## config.mk

```make
export PLATFORM = sky130hd
export DESIGN_NAME = acs_top
export DESIGN_NICKNAME = d
export VERILOG_FILES = /design/src/hw/acs_pkg.sv /design/src/hw/acs_clk_mux.sv /design/src/hw/acs_top.sv
export SDC_FILE = /design/constraint.sdc
export NUM_CORES = 1
export LEC_CHECK = 0
export BUFFER_PORTS_ARGS = -buffer_cell sky130_fd_sc_hd__buf_2
export CORE_MARGIN = 2
export CORE_UTILIZATION = 30
export CTS_CLUSTER_SIZE = 28
export DETAILED_ROUTE_END_ITERATION = 10
export HOLD_SLACK_MARGIN = 0.1
export PLACE_DENSITY = 0.8
export SKIP_CTS_REPAIR_TIMING = 1
export SLEW_MARGIN = 30
export SYNTH_ARGS = -nofsm -noshare
export SYNTH_HDL_FRONTEND = slang
export SYNTH_SLANG_ARGS = --single-unit
```

## constraint.sdc

```tcl
create_clock -name SYS_CLK -period 1 [get_ports SYS_CLK]
set_clock_uncertainty 0.2 [all_clocks]
set_input_delay 0.1 -clock SYS_CLK [delete_from_list [all_inputs] [get_ports SYS_CLK]]
set_output_delay 0.1 -clock SYS_CLK [all_outputs]
set_load 0.05 [all_outputs]
```

## src/hw/acs_pkg.sv

```systemverilog
// Package for the audio clock source select block: register map, fields, reset values.
// Assumes a register port that delivers page/address, write strobe and 16-bit data.
package acs_pkg;

    // ==========================================
    // Register map
    localparam logic [1:0] ACS_PAGE = 2'h2;
    localparam logic [5:0] ACS_CLK_CFG_ADDR = 6'h1b;
    localparam logic [5:0] ACS_PWR_CTRL_ADDR = 6'h05;
    localparam logic [1:0] ACS_PWR_CTRL_PAGE = 2'h2;

    // ==========================================
    // Field positions
    localparam int ACS_PLL_PEN_BIT = 3;
    localparam int ACS_XTAL_MCLK_BIT = 2;
    localparam int ACS_OSC_EN_BIT = 5;

    // ==========================================
    // Fixed read-back values and reset values
    localparam logic [11:0] ACS_UPPER_FIXED = 12'h040;
    localparam logic [1:0] ACS_LOW_FIXED = 2'h0;
    localparam logic ACS_PLL_PEN_RST = 1'b0;
    localparam logic ACS_XTAL_MCLK_RST = 1'b0;
    localparam logic ACS_OSC_EN_RST = 1'b0;

    // ==========================================
    // Register port request
    typedef struct packed {
        logic wr;
        logic [1:0] page;
        logic [5:0] addr;
        logic [15:0] wdata;
    } acs_req_t;

    // ==========================================
    // Clock source controls
    typedef struct packed {
        logic pll_to_pen_pin_select;
        logic xtal_as_master_clock;
        logic osc_enable;
    } acs_ctl_t;

endpackage

```

## src/hw/acs_clk_mux.sv

```systemverilog
// Clock source selection for the codec master clock and the pen-interrupt pin.
// Assumes select levels come from registers on SYS_CLK; the clocks are routed combinationally.
`timescale 1ns/10ps
module acs_clk_mux
(
    input wire logic sel,
    input wire logic in_a,
    input wire logic in_b,
    output logic out_y
);
    import acs_pkg::*;

    // Plain selection; a glitch-free switch belongs to the analog clock cell
    assign out_y = sel ? in_b : in_a;

endmodule // acs_clk_mux

```

## src/hw/acs_top.sv

```systemverilog
// Audio clock source configuration register and the clock routing it steers.
// Assumes a synchronous register port on SYS_CLK; clocks arrive as plain wires.
// How it works
// - Bits 15..4 are fixed and always read back as 040h.
// - Bit 3 set drives the audio PLL clock onto the pen-interrupt pin.
// - Bit 3 clear, the default, keeps the normal pen-interrupt function.
// - Bit 2 set uses the crystal oscillator, gated by power-control bit 5, as codec master clock.
// - Bit 2 clear, the default, leaves crystal and master clock independent.
// - Bits 1..0 are fixed and always read back as zero.
// - Power-control bit 5 turns the oscillator on; off after reset.
`timescale 1ns/10ps
module acs_top
(
    input wire logic SYS_CLK,
    input wire logic RST_N,
    input wire acs_pkg::acs_req_t REQ,
    output logic [15:0] RDATA,
    input wire logic PLL_CLK,
    input wire logic XTAL_OSC_CLK,
    input wire logic MASTER_CLK_PIN,
    input wire logic PEN_IRQ_N,
    output logic PEN_INTERRUPT_PIN,
    output logic CODEC_MCLK,
    output logic OSC_ENABLE,
    output acs_pkg::acs_ctl_t CTL
);
    import acs_pkg::*;

    // ==========================================
    // Address decode
    logic hit_cfg;
    logic hit_pwr;
    logic wr_cfg;
    logic wr_pwr;
    // Same page and address match serves both registers
    function automatic logic reg_hit
    (
        input acs_req_t req,
        input logic [1:0] page,
        input logic [5:0] addr
    );
        return (req.page == page) && (req.addr == addr);
    endfunction

    assign hit_cfg = reg_hit(REQ, ACS_PAGE, ACS_CLK_CFG_ADDR);
    assign hit_pwr = reg_hit(REQ, ACS_PWR_CTRL_PAGE, ACS_PWR_CTRL_ADDR);
    assign wr_cfg = REQ.wr && hit_cfg;
    assign wr_pwr = REQ.wr && hit_pwr;

    // ==========================================
    // Control bits
    logic pll_pen_r;
    logic pll_pen_nxt;
    logic xtal_mclk_r;
    logic xtal_mclk_nxt;
    logic osc_en_r;
    logic osc_en_nxt;
    // Reserved fields are not stored; writes to them are dropped
    assign pll_pen_nxt = wr_cfg ? REQ.wdata[ACS_PLL_PEN_BIT] : pll_pen_r;
    assign xtal_mclk_nxt = wr_cfg ? REQ.wdata[ACS_XTAL_MCLK_BIT] : xtal_mclk_r;
    assign osc_en_nxt = wr_pwr ? REQ.wdata[ACS_OSC_EN_BIT] : osc_en_r;

    always_ff @(posedge SYS_CLK)
    begin
        if (!RST_N)
        begin
            pll_pen_r <= ACS_PLL_PEN_RST;
            xtal_mclk_r <= ACS_XTAL_MCLK_RST;
            osc_en_r <= ACS_OSC_EN_RST;
        end
        else
        begin
            pll_pen_r <= pll_pen_nxt;
            xtal_mclk_r <= xtal_mclk_nxt;
            osc_en_r <= osc_en_nxt;
        end
    end

    // ==========================================
    // Read-back, registered
    logic [15:0] rd_mux;
    logic [15:0] rdata_r;
    logic [15:0] pwr_rd;
    assign pwr_rd = {10'h000, osc_en_r, 5'h00};
    assign rd_mux = hit_cfg ? {ACS_UPPER_FIXED, pll_pen_r, xtal_mclk_r, ACS_LOW_FIXED}
                  : hit_pwr ? pwr_rd
                  : 16'h0000;

    always_ff @(posedge SYS_CLK)
    begin
        if (!RST_N)
            rdata_r <= 16'h0000;
        else if (!REQ.wr)
            rdata_r <= rd_mux;
    end
    assign RDATA = rdata_r;

    // ==========================================
    // Clock routing
    // Stopped oscillator gives a flat master clock rather than a floating one
    logic xtal_gated;
    assign xtal_gated = XTAL_OSC_CLK & osc_en_r;

    // External pin is assumed grounded by the board while the crystal is chosen
    acs_clk_mux u_mclk_mux
    (
        .sel(xtal_mclk_r),
        .in_a(MASTER_CLK_PIN),
        .in_b(xtal_gated),
        .out_y(CODEC_MCLK)
    );

    // Pen interrupts are lost while the PLL owns the pin
    acs_clk_mux u_pen_mux
    (
        .sel(pll_pen_r),
        .in_a(PEN_IRQ_N),
        .in_b(PLL_CLK),
        .out_y(PEN_INTERRUPT_PIN)
    );

    assign OSC_ENABLE = osc_en_r;
    assign CTL = '{pll_to_pen_pin_select: pll_pen_r,
                   xtal_as_master_clock: xtal_mclk_r,
                   osc_enable: osc_en_r};

endmodule // acs_top
```

After elaboration in Yosys (flattened, before gate mapping) --
Index checks and enable logic that the tools add are counted.
Word-level totals: logic and storage cells 16, bits in registers 19, input bits 31
Operators by class: multiplexer cells 4, reductions and logical operators 4, bitwise operators 1, eq/ne operators 3
Operators by type and width (number):
- 2-to-1 mux 11 bit | 1
- equality test 6 x 3 -> 1 bit (second input constant) | 1
- equality test 6 x 5 -> 1 bit (second input constant) | 1
- 2-to-1 mux 6 bit | 1
- logical AND 1 bit | 4
- equality test 2 bit (second input constant) | 1
- 2-to-1 mux 1 bit | 2
- AND 1 bit | 1

Depth between registers and ports, before layout --
Gate-level depths: netlist of run 1.
depth in word-level cells 4, mapped depth 4, mapped depth without buffers 3

Hierarchy --
Synthesis of run 1 repeated with hierarchy kept, for this count alone.
Unflattened totals: cells, all modules 55, area total of the unflattened synthesis 509.2 um2
Modules (own cells, without submodules):
- acs_top | cells each 53, area an instance 479.2 um2, times used 1
- acs_clk_mux | cells each 1, area an instance 15.0 um2, times used 2

Least setup slack after synthesis of run 1 --
No wires, ideal clock.
path type register -> output, start register xtal_mclk_r, end output CODEC_MCLK, path buffers 0, cell stages (with the launch flop) 2, arrival time 1.429 ns, setup slack -0.729 ns, path through dfxtp_1 o21ai_0
On the way: longest elaborated chain between the ends 1
RTL lines:
- start: declaration | RTL line acs_top.sv:54 | logic xtal_mclk_r;
- start signal: assignment | RTL line acs_top.sv:74 | xtal_mclk_r <= xtal_mclk_nxt;
- 2-to-1 mux 1 bit | RTL line acs_clk_mux.sv:14 | assign out_y = sel ? in_b : in_a;
- end: declaration | RTL line acs_top.sv:23 | output logic CODEC_MCLK,
Every way passes these cells.

Worst setup path in the final report of run 1 --
start register pll_pen_r, end output PEN_INTERRUPT_PIN
On the way: longest elaborated chain between the ends 1
RTL lines:
- start: declaration | RTL line acs_top.sv:52 | logic pll_pen_r;
- start signal: assignment | RTL line acs_top.sv:73 | pll_pen_r <= pll_pen_nxt;
- 2-to-1 mux 1 bit | RTL line acs_clk_mux.sv:14
- end: declaration | RTL line acs_top.sv:22 | output logic PEN_INTERRUPT_PIN,
Every way passes these cells.

==> results.md, run 1 <==
* Outcome: finished, violations left
* Failing checks: hold timing, setup timing
* Detail Placement HPWL at 825.8 um
* Die X-Extent at 44.33 um
* Placed inst area at between 600 and 700 um^2
* Post-route DRC at 0
* Total die area at 1965 um^2
* Commonest non-fill, non-tap cells in the layout: buf_2, conb_1, buf_6
* Iter 0 DRT Violations at 5
* Clock buffer count from CTS at 3
* Tcrit/Tclk final at 1.345
* Placeable Area at 1524 um^2
* Final Critical Period at 1345 ps
* Largest net degree at the start of global routing at 11
* Commonest non-fill, non-tap cell in the layout: buf_2
* Yosys warns at 0
* Vias per cell at between 4 and 5
* Crit end category: primary output
* Layout Utilization at 0.5246
* Initial core utilization at 0.3202
* H-tree lvl count at 1
* Routed wire length at 1092 um
* I/O Buffers at 27
* Initial antenna violation count at 0
* Yosys reg bits at 7
* Placer Congestion at around 0.69
* CP required at ~700 ps
* Fmax at 743.2 MHz
* Worst Path Max Fanout at 2
* Top-area cell type share of the netlist area at 0.2872
* Clock Tree Buf Depth at 2
* Crit path DAT at between 1000 and 1500 ps
* HP Class: input pin to register
* Setup WS post-layout at -345.5 ps
* Lkg Pwr at roughly 0.38 nW
* CTS root buffer: clkbuf_4
* Cells taking the most area after synthesis: dfxtp_1, buf_4, nand2_1
* Crit Path Category: register to primary output
* Sequential fraction of the synthesis area at 0.2872
* Clock transition at the registers of the reported paths at about 60 ps
* Final Hold Vio Count at 7
* Mapped Area at around 500 um^2
* Clock Power Share at 0.361
* CTS tree: built
* DRT antenna net count at 0
* Post-synth EDFFs at 0
* Total internal power at about 0.48 mW
* Pre-Repair DR Iteration Count at 2
* GR Overflow Total at 0
* Final Setup Violations at 11
* Library cells used by synthesis at 18
* Io pins at 53
* Inserted Diodes at 0
* Hold slack at -21.41 ps
* Max IR drop VDD at about 0.0006 V
* Finished layout cell area at between 700 and 800 um^2
* Number of cell rows at 14
* Sw Share at 0.3548
* Post-synthesis async set-or-reset flop share at 0
* Psw at 0.2657 mW
* Overall routing resource usage at 0.1154
* Vias in the first global route at 400
* Syn Area/Cell at between 8 and 9 um^2
* MaxCap Viol Count at 0
* Area leader, netlist: dfxtp_1
* Setup crit start kind: register
* Max-slew violation count at 0
* Chip height at between 40 and 50 um
* Clock Sinks at 7
* First-pass GRT wire length at ~1600 um
* Flop pwr share at 0.366
* Cell count after synthesis at 56
* Comb power frac at 0.273
* Ys flop type: dfxtp_1
* Clk Latency, worst-skew pair at ~260 ps
* RSZ-0062 raised after global routing: true
* Routed len/inst at around 10 um
* Layout cells sized above 1 at 0.5778
* P&R area growth vs syn at 63.85%
* Layout net count at ~120
* DR vias at around 470
* Pwr dens at 936.9 nW/um^2
* Place WS at -199.2 ps
[registers in the layout, summed over array words and instances, names as in the netlist]
signal	flops
RDATA	4
OSC_ENABLE	1
pll_pen_r	1
xtal_mclk_r	1
[critical path, stage by stage (launching register included)]
cell and delay [ps]:
dfxtp_2 340, mux2_4 300, buf_6 150
[power by group through the flow]
stage	sequential, mW	clock, mW	combinational, mW
after floorplan	0.283	0	0.185
after global routing	0.274	0.305	0.215
final	0.274	0.271	0.205
after detailed placement	0.283	0	0.187
after global placement	0.283	0	0.185
after CTS	0.276	0.281	0.187
[kinds of logic (layout without fill, tap and decap cells)]
logic type | after synthesis | in the layout | share of synthesized area
other | 1 | 12 | 0.007685
buffers and inverters | 18 | 41 | 0.2615
flip-flops | 7 | 7 | 0.2872
AO/OA/AOI/OAI | 5 | 5 | 0.07179
multiplexers | 4 | 4 | 0.08462
AND/OR/NAND/NOR | 21 | 21 | 0.2872
[synthesized netlist by cell type (2+ instances only)]
master    count
nand3_1       2
dfxtp_1       7
buf_4        16
a21boi_1      4
nand4b_1      3
mux2i_1       3
nand2_1      10
[per-stage QoR]
| stage | std cells | hold slack (ps) | power [mW] | setup TNS (ps) |
|---|---|---|---|---|
| after global routing | 106 | -19.12 | 0.7932 | -1993 |
| after detailed placement | 96 | 148.1 | 0.4697 | -1105 |
| after global placement | 96 | 141.5 | 0.4671 | -880.6 |
| final | 106 | -21.41 | 0.7490 | -1501 |
| after CTS | 100 | -125.8 | 0.7445 | -2636 |
| after floorplan | 67 | 28.27 | 0.4683 | -96.30 |
[per-layer routing]
metal	track usage	wire (um)	vias up
met5	0	0	-
met4	0.09091	0	0
met3	0.04082	86	0
met2	0.2000	592	22
met1	0.1095	412	212
li1	-	-	231
[final timing paths]
kind / start / endpoint / slack (ps) / cells after the start
setup reg to reg: OSC_ENABLE / RDATA[5] / -90 / 4
hold / removal: RST_N / OSC_ENABLE / -20 / 3
setup / recovery: pll_pen_r / PEN_INTERRUPT_PIN / -350 / 2
hold reg to reg: RDATA[10] / RDATA[10] / 260 / 2
[layout make-up]
| cell class | count | area (um^2) |
|---|---|---|
| Fill cell | 152 | 724.4 |
| Timing Repair Buffer | 36 | 306.5 |
| Clock buffer | 4 | 26.28 |
| Multi-Input combinational cell | 42 | 289.0 |
| Inverter | 1 | 3.754 |
| Sequential cell | 7 | 153.9 |
| Tap cell | 16 | 20.02 |
Power figures use the tool's default switching activity.
==> run 2, diff against run 1 <==
- CORE_ASPECT_RATIO: unset -> 1.1
- PLACE_DENSITY: 0.8 -> 0.76
==> results.md, run 2 (synthesis results as in run 1) <==
* Overall routing resource usage at 0.1025 (-0.01292)
* Total die area at 1966 um^2 (about the same)
* Hold slack at -30.14 ps (-8.731 ps)
* Max-slew violation count at 0 (unchanged)
* CTS root buffer: clkbuf_4
* Cell count after placement at 96 (unchanged)
* Final setup TNS at -1324 ps (+177.6 ps)
* Overall power at 0.7398 mW (-1.2%)
* Crit path DAT at 1030 ps (-20 ps)
* Layout fillers at 157 (+3.3%)
* Layout Utilization at 0.5000 (-0.02463)
* Setup WS post-layout at -334.5 ps (+11.03 ps)
* Number of cell rows at 15 (+1)
* Routed wire length at 999 um (-8.5%)
* Commonest non-fill, non-tap cells in the layout: buf_2, conb_1, nand2_1
* DRT antenna net count at 0 (unchanged)
* Final Hold Vio Count at 7 (unchanged)
* CTS tree: built
* Initial antenna violation count at 0 (unchanged)
* Layout net count at 119 (-2.5%)
* Largest net degree at the start of global routing at 11 (unchanged)
* Initial core utilization at 0.3171 (-0.003124)
* Pwr dens at 961.4 nW/um^2 (+2.6%)
* Crit end category: primary output
* H-tree lvl count at 1 (unchanged)
* Outcome: finished, violations left
* Failing checks: hold timing, setup timing
* Routed len/inst at 9.606 um (-6.8%)
* Lkg Pwr at 0.3629 nW (-4.7%)
* Vias per cell at 4.433 (+1.0%)
* Commonest non-fill, non-tap cell in the layout: buf_2
* Placeable Area at 1539 um^2 (+0.99%)
* Vias in the first global route at 357 (-11%)
* I/O Buffers at 27 (unchanged)
* Worst Path Max Fanout at 2 (unchanged)
* P&R area growth vs syn at 57.69%
* Io pins at 53 (unchanged)
* Die X-Extent at 42.46 um (-4.2%)
* First-pass GRT wire length at 1435 um (-9.2%)
* Clock transition at the registers of the reported paths at 50 ps (about the same)
* Setup crit start kind: register
* Crit Path Category: register to primary output
* CP required at 700 ps (about the same)
* Clock Sinks at 7 (unchanged)
* RSZ-0062 raised after global routing: true
* Final Instance Count excl. Fillers at 104 (-1.9%)
* Inserted Diodes at 0 (unchanged)
* Final Critical Period at 1334 ps (-11.03 ps)
* DR vias at 461 (-0.86%)
* Post-route DRC at 0 (unchanged)
* Fmax at 749.4 MHz (+0.83%)
* Layout cells sized above 1 at 0.5517 (-0.02605)
* GR Overflow Total at 0 (unchanged)
* Chip height at 46.30 um (+4.4%)
* Iter 0 DRT Violations at 4 (-1)
* Final Setup Violations at 11 (unchanged)
* Pre-Repair DR Iteration Count at 4 (+2)
* Placer Congestion at 0.6363 (-8.0%)
* Max IR drop VDD at 0.0004775 V (-22%)
* Clock buffer count from CTS at 3 (unchanged)
* Clk Latency, worst-skew pair at 250 ps (about the same)
* Clock Tree Buf Depth at 2 (unchanged)
* HP Class: input pin to register
* MaxCap Viol Count at 0 (unchanged)
* Tcrit/Tclk final at 1.334 (-0.01103)
* Max reg flops at 4 (unchanged)
[run 2: final cells by class]
cell class | instances | area, um^2 | area share
multi-input combinational | 42 | 284.0 | 0.3691
timing repair buffer | 33 | 280.3 | 0.3642
sequential | 7 | 153.9 | 0.2000
clock buffer | 4 | 26.28 | 0.03415
tap | 17 | 21.27 | 0.02764
inverter | 1 | 3.754 | 0.004878
[run 2: metrics by stage]
stage          hold WS (ps)  setup slack, ps  cell area (um^2)
4_1_cts              -123.7           -454.3             628.1
2_1_floorplan         28.27           -44.63             554.3
6_report             -30.14           -334.5             769.5
3_5_place_dp          149.2           -175.7             601.8
5_1_grt              -31.06           -370.3             769.5
3_3_place_gp          142.0           -155.7             601.8
[run 2: report_power, final]
group / internal (mW) / switching (mW) / total, mW
logic: 0.0565 / 0.147 / 0.204
clock network: 0.153 / 0.110 / 0.262
registers: 0.274 / 0.000251 / 0.274
total: 0.483 / 0.257 / 0.740
[run 2: path summary, 6_finish.rpt]
path / start / to / slack, ps / depth (start not counted)
setup reg to reg: OSC_ENABLE / RDATA[5] / 0 / 3
hold reg to reg: RDATA[10] / RDATA[10] / 260 / 2
setup / recovery: pll_pen_r / PEN_INTERRUPT_PIN / -330 / 2
hold / removal: REQ[24] / RDATA[5] / -30 / 3
[run 2: routing by layer]
metal  vias up  GRT usage  share of wire  routed length [um]
li1        226          -              -                   -
met1       208     0.1106           0.38                 379
met2        25     0.1662           0.49                 490
met3         2    0.03922           0.11                 111
met4         0    0.07500          0.018                  18
met5         -          0              0                   0
[run 2: critical path: stages (launching register included)]
cell and delay [ps]:
dfxtp_2 330, mux2_4 300, buf_6 150
==> run 3, diff against run 2 <==
- SETUP_SLACK_MARGIN: unset -> 0.15
==> results.md, run 3 (synthesis results as in run 1) <==
* Routed len/inst at 10.08 um (+4.9%)
* Chip height at 46.30 um (unchanged)
* Place WS at -123.7 ps (+51.99 ps)
* Cell count after placement at 97 (+1.0%)
* Hold slack at -117.1 ps (-86.97 ps)
* Final Hold Vio Count at 7 (unchanged)
* Die X-Extent at 42.46 um (unchanged)
* Largest net degree at the start of global routing at 11 (unchanged)
* GR Overflow Total at 0 (unchanged)
* RSZ-0062 raised after global routing: true
* Seq. cell area at 161.4 um^2 (+4.9%)
* Fmax at 748.2 MHz (-0.16%)
* CTS tree: built
* Pre-Repair DR Iteration Count at 2 (-2)
* Crit end category: primary output
* Initial core utilization at 0.3171 (unchanged)
* Commonest non-fill, non-tap cells in the layout: buf_2, conb_1, nand2_1
* Commonest non-fill, non-tap cell in the layout: buf_2
* Vias per cell at 4.314 (-2.7%)
* Worst Path Max Fanout at 2 (unchanged)
* DR vias at 440 (-4.6%)
* Placer Congestion at 0.7556 (+19%)
* HP Class: input pin to register
* Lkg Pwr at 0.3580 nW (-1.3%)
* CP required at 700 ps (about the same)
* Clk Latency, worst-skew pair at 250 ps (about the same)
* CTS root buffer: clkbuf_4
* Inserted Diodes at 0 (unchanged)
* DRT antenna net count at 0 (unchanged)
* Failing checks: hold timing, setup timing
* Crit path DAT at 1040 ps (about the same)
* Clock Sinks at 7 (unchanged)
* Layout cells sized above 1 at 0.6000 (+0.04828)
* Tcrit/Tclk final at 1.337 (+0.002081)
* Outcome: finished, violations left
* Clock buffer count from CTS at 3 (unchanged)
* Iter 0 DRT Violations at 2 (-2)
* Post-route DRC at 0 (unchanged)
* P&R area growth vs syn at 57.95%
* Max-slew violation count at 0 (unchanged)
* Clock transition at the registers of the reported paths at 50 ps (about the same)
* Final setup TNS at -1576 ps (-252.4 ps)
* Final Setup Violations at 11 (unchanged)
* I/O Buffers at 27 (unchanged)
* Crit Path Category: register to primary output
* Io pins at 53 (unchanged)
* First-pass GRT wire length at 1449 um (+0.98%)
* Critical hold path startpoint: REQ[3]
* Layout net count at 117 (-1.7%)
* Vias in the first global route at 346 (-3.1%)
* Setup crit start kind: register
* Initial antenna violation count at 0 (unchanged)
* Clock Tree Buf Depth at 2 (unchanged)
* MaxCap Viol Count at 0 (unchanged)
* Max IR drop VDD at 0.0008339 V (+75%)
* Layout Utilization at 0.5008 (+0.0008130)
* H-tree lvl count at 1 (unchanged)
* Total die area at 1966 um^2 (unchanged)
* Final Instance Count excl. Fillers at 102 (-1.9%)
* Reg2reg start: OSC_ENABLE
* Overall routing resource usage at 0.1031 (+0.0005756)
* Layout fillers at 149 (-5.1%)
* Max reg flops at 4 (unchanged)
* Final Critical Period at 1337 ps (+2.081 ps)
* Pwr dens at 941.6 nW/um^2 (-2.1%)
* Number of cell rows at 15 (unchanged)
* Setup WS post-layout at -336.5 ps (-2.081 ps)
* Placeable Area at 1539 um^2 (unchanged)
* Area of the multi-input gates at 296.5 um^2 (+4.4%)
* Routed wire length at 1028 um (+2.9%)
* Critical path launch point: pll_pen_r
==> run 3: where the power goes <==
group / total [mW] / leakage (nW) / switching, mW / internal [mW]
registers: 0.266 / 0.0615 / 0.000263 / 0.266
clock network: 0.263 / 0.0150 / 0.111 / 0.153
logic: 0.196 / 0.282 / 0.147 / 0.0490
==> run 3: critical path, cell delays in order, from the launching register on <==
cell and delay [ps]:
dfxtp_2 330, mux2_4 300, buf_6 150
==> run 3: final timing paths <==
path / endpoint / slack, ps / depth (start not counted)
max: PEN_INTERRUPT_PIN / -340 / 2
min: pll_pen_r / -120 / 3
max reg2reg: RDATA[5] / 0 / 3
min reg2reg: RDATA[10] / 280 / 2
==> run 3: final cells by class <==
class / count / share of cell area
clock buffers: 4 / 0.03409
repair buffers: 31 / 0.3393
inverters: 1 / 0.004870
flip-flops and latches: 7 / 0.2094
well taps: 17 / 0.02760
multi-input cells: 42 / 0.3847
==> run 3: metal layers <==
layer,global-route usage,vias up,wire length (um),part of all wire
li1,-,222,-,-
met1,0.1121,194,350,0.34
met2,0.1692,24,569,0.55
met3,0.07059,0,109,0.11
met4,0.01875,0,0,0
met5,0,-,0,0
==> run 3: through the flow <==
| stage | power [mW] | hold slack [ps] | area, um^2 |
|---|---|---|---|
| after floorplan | 0.4611 | 28.27 | 571.8 |
| after global placement | 0.4589 | 135.2 | 623.1 |
| after detailed placement | 0.4613 | 143.4 | 623.1 |
| after CTS | 0.7207 | -120.7 | 649.4 |
| after global routing | 0.7684 | -132.4 | 770.7 |
| final | 0.7257 | -117.1 | 770.7 |
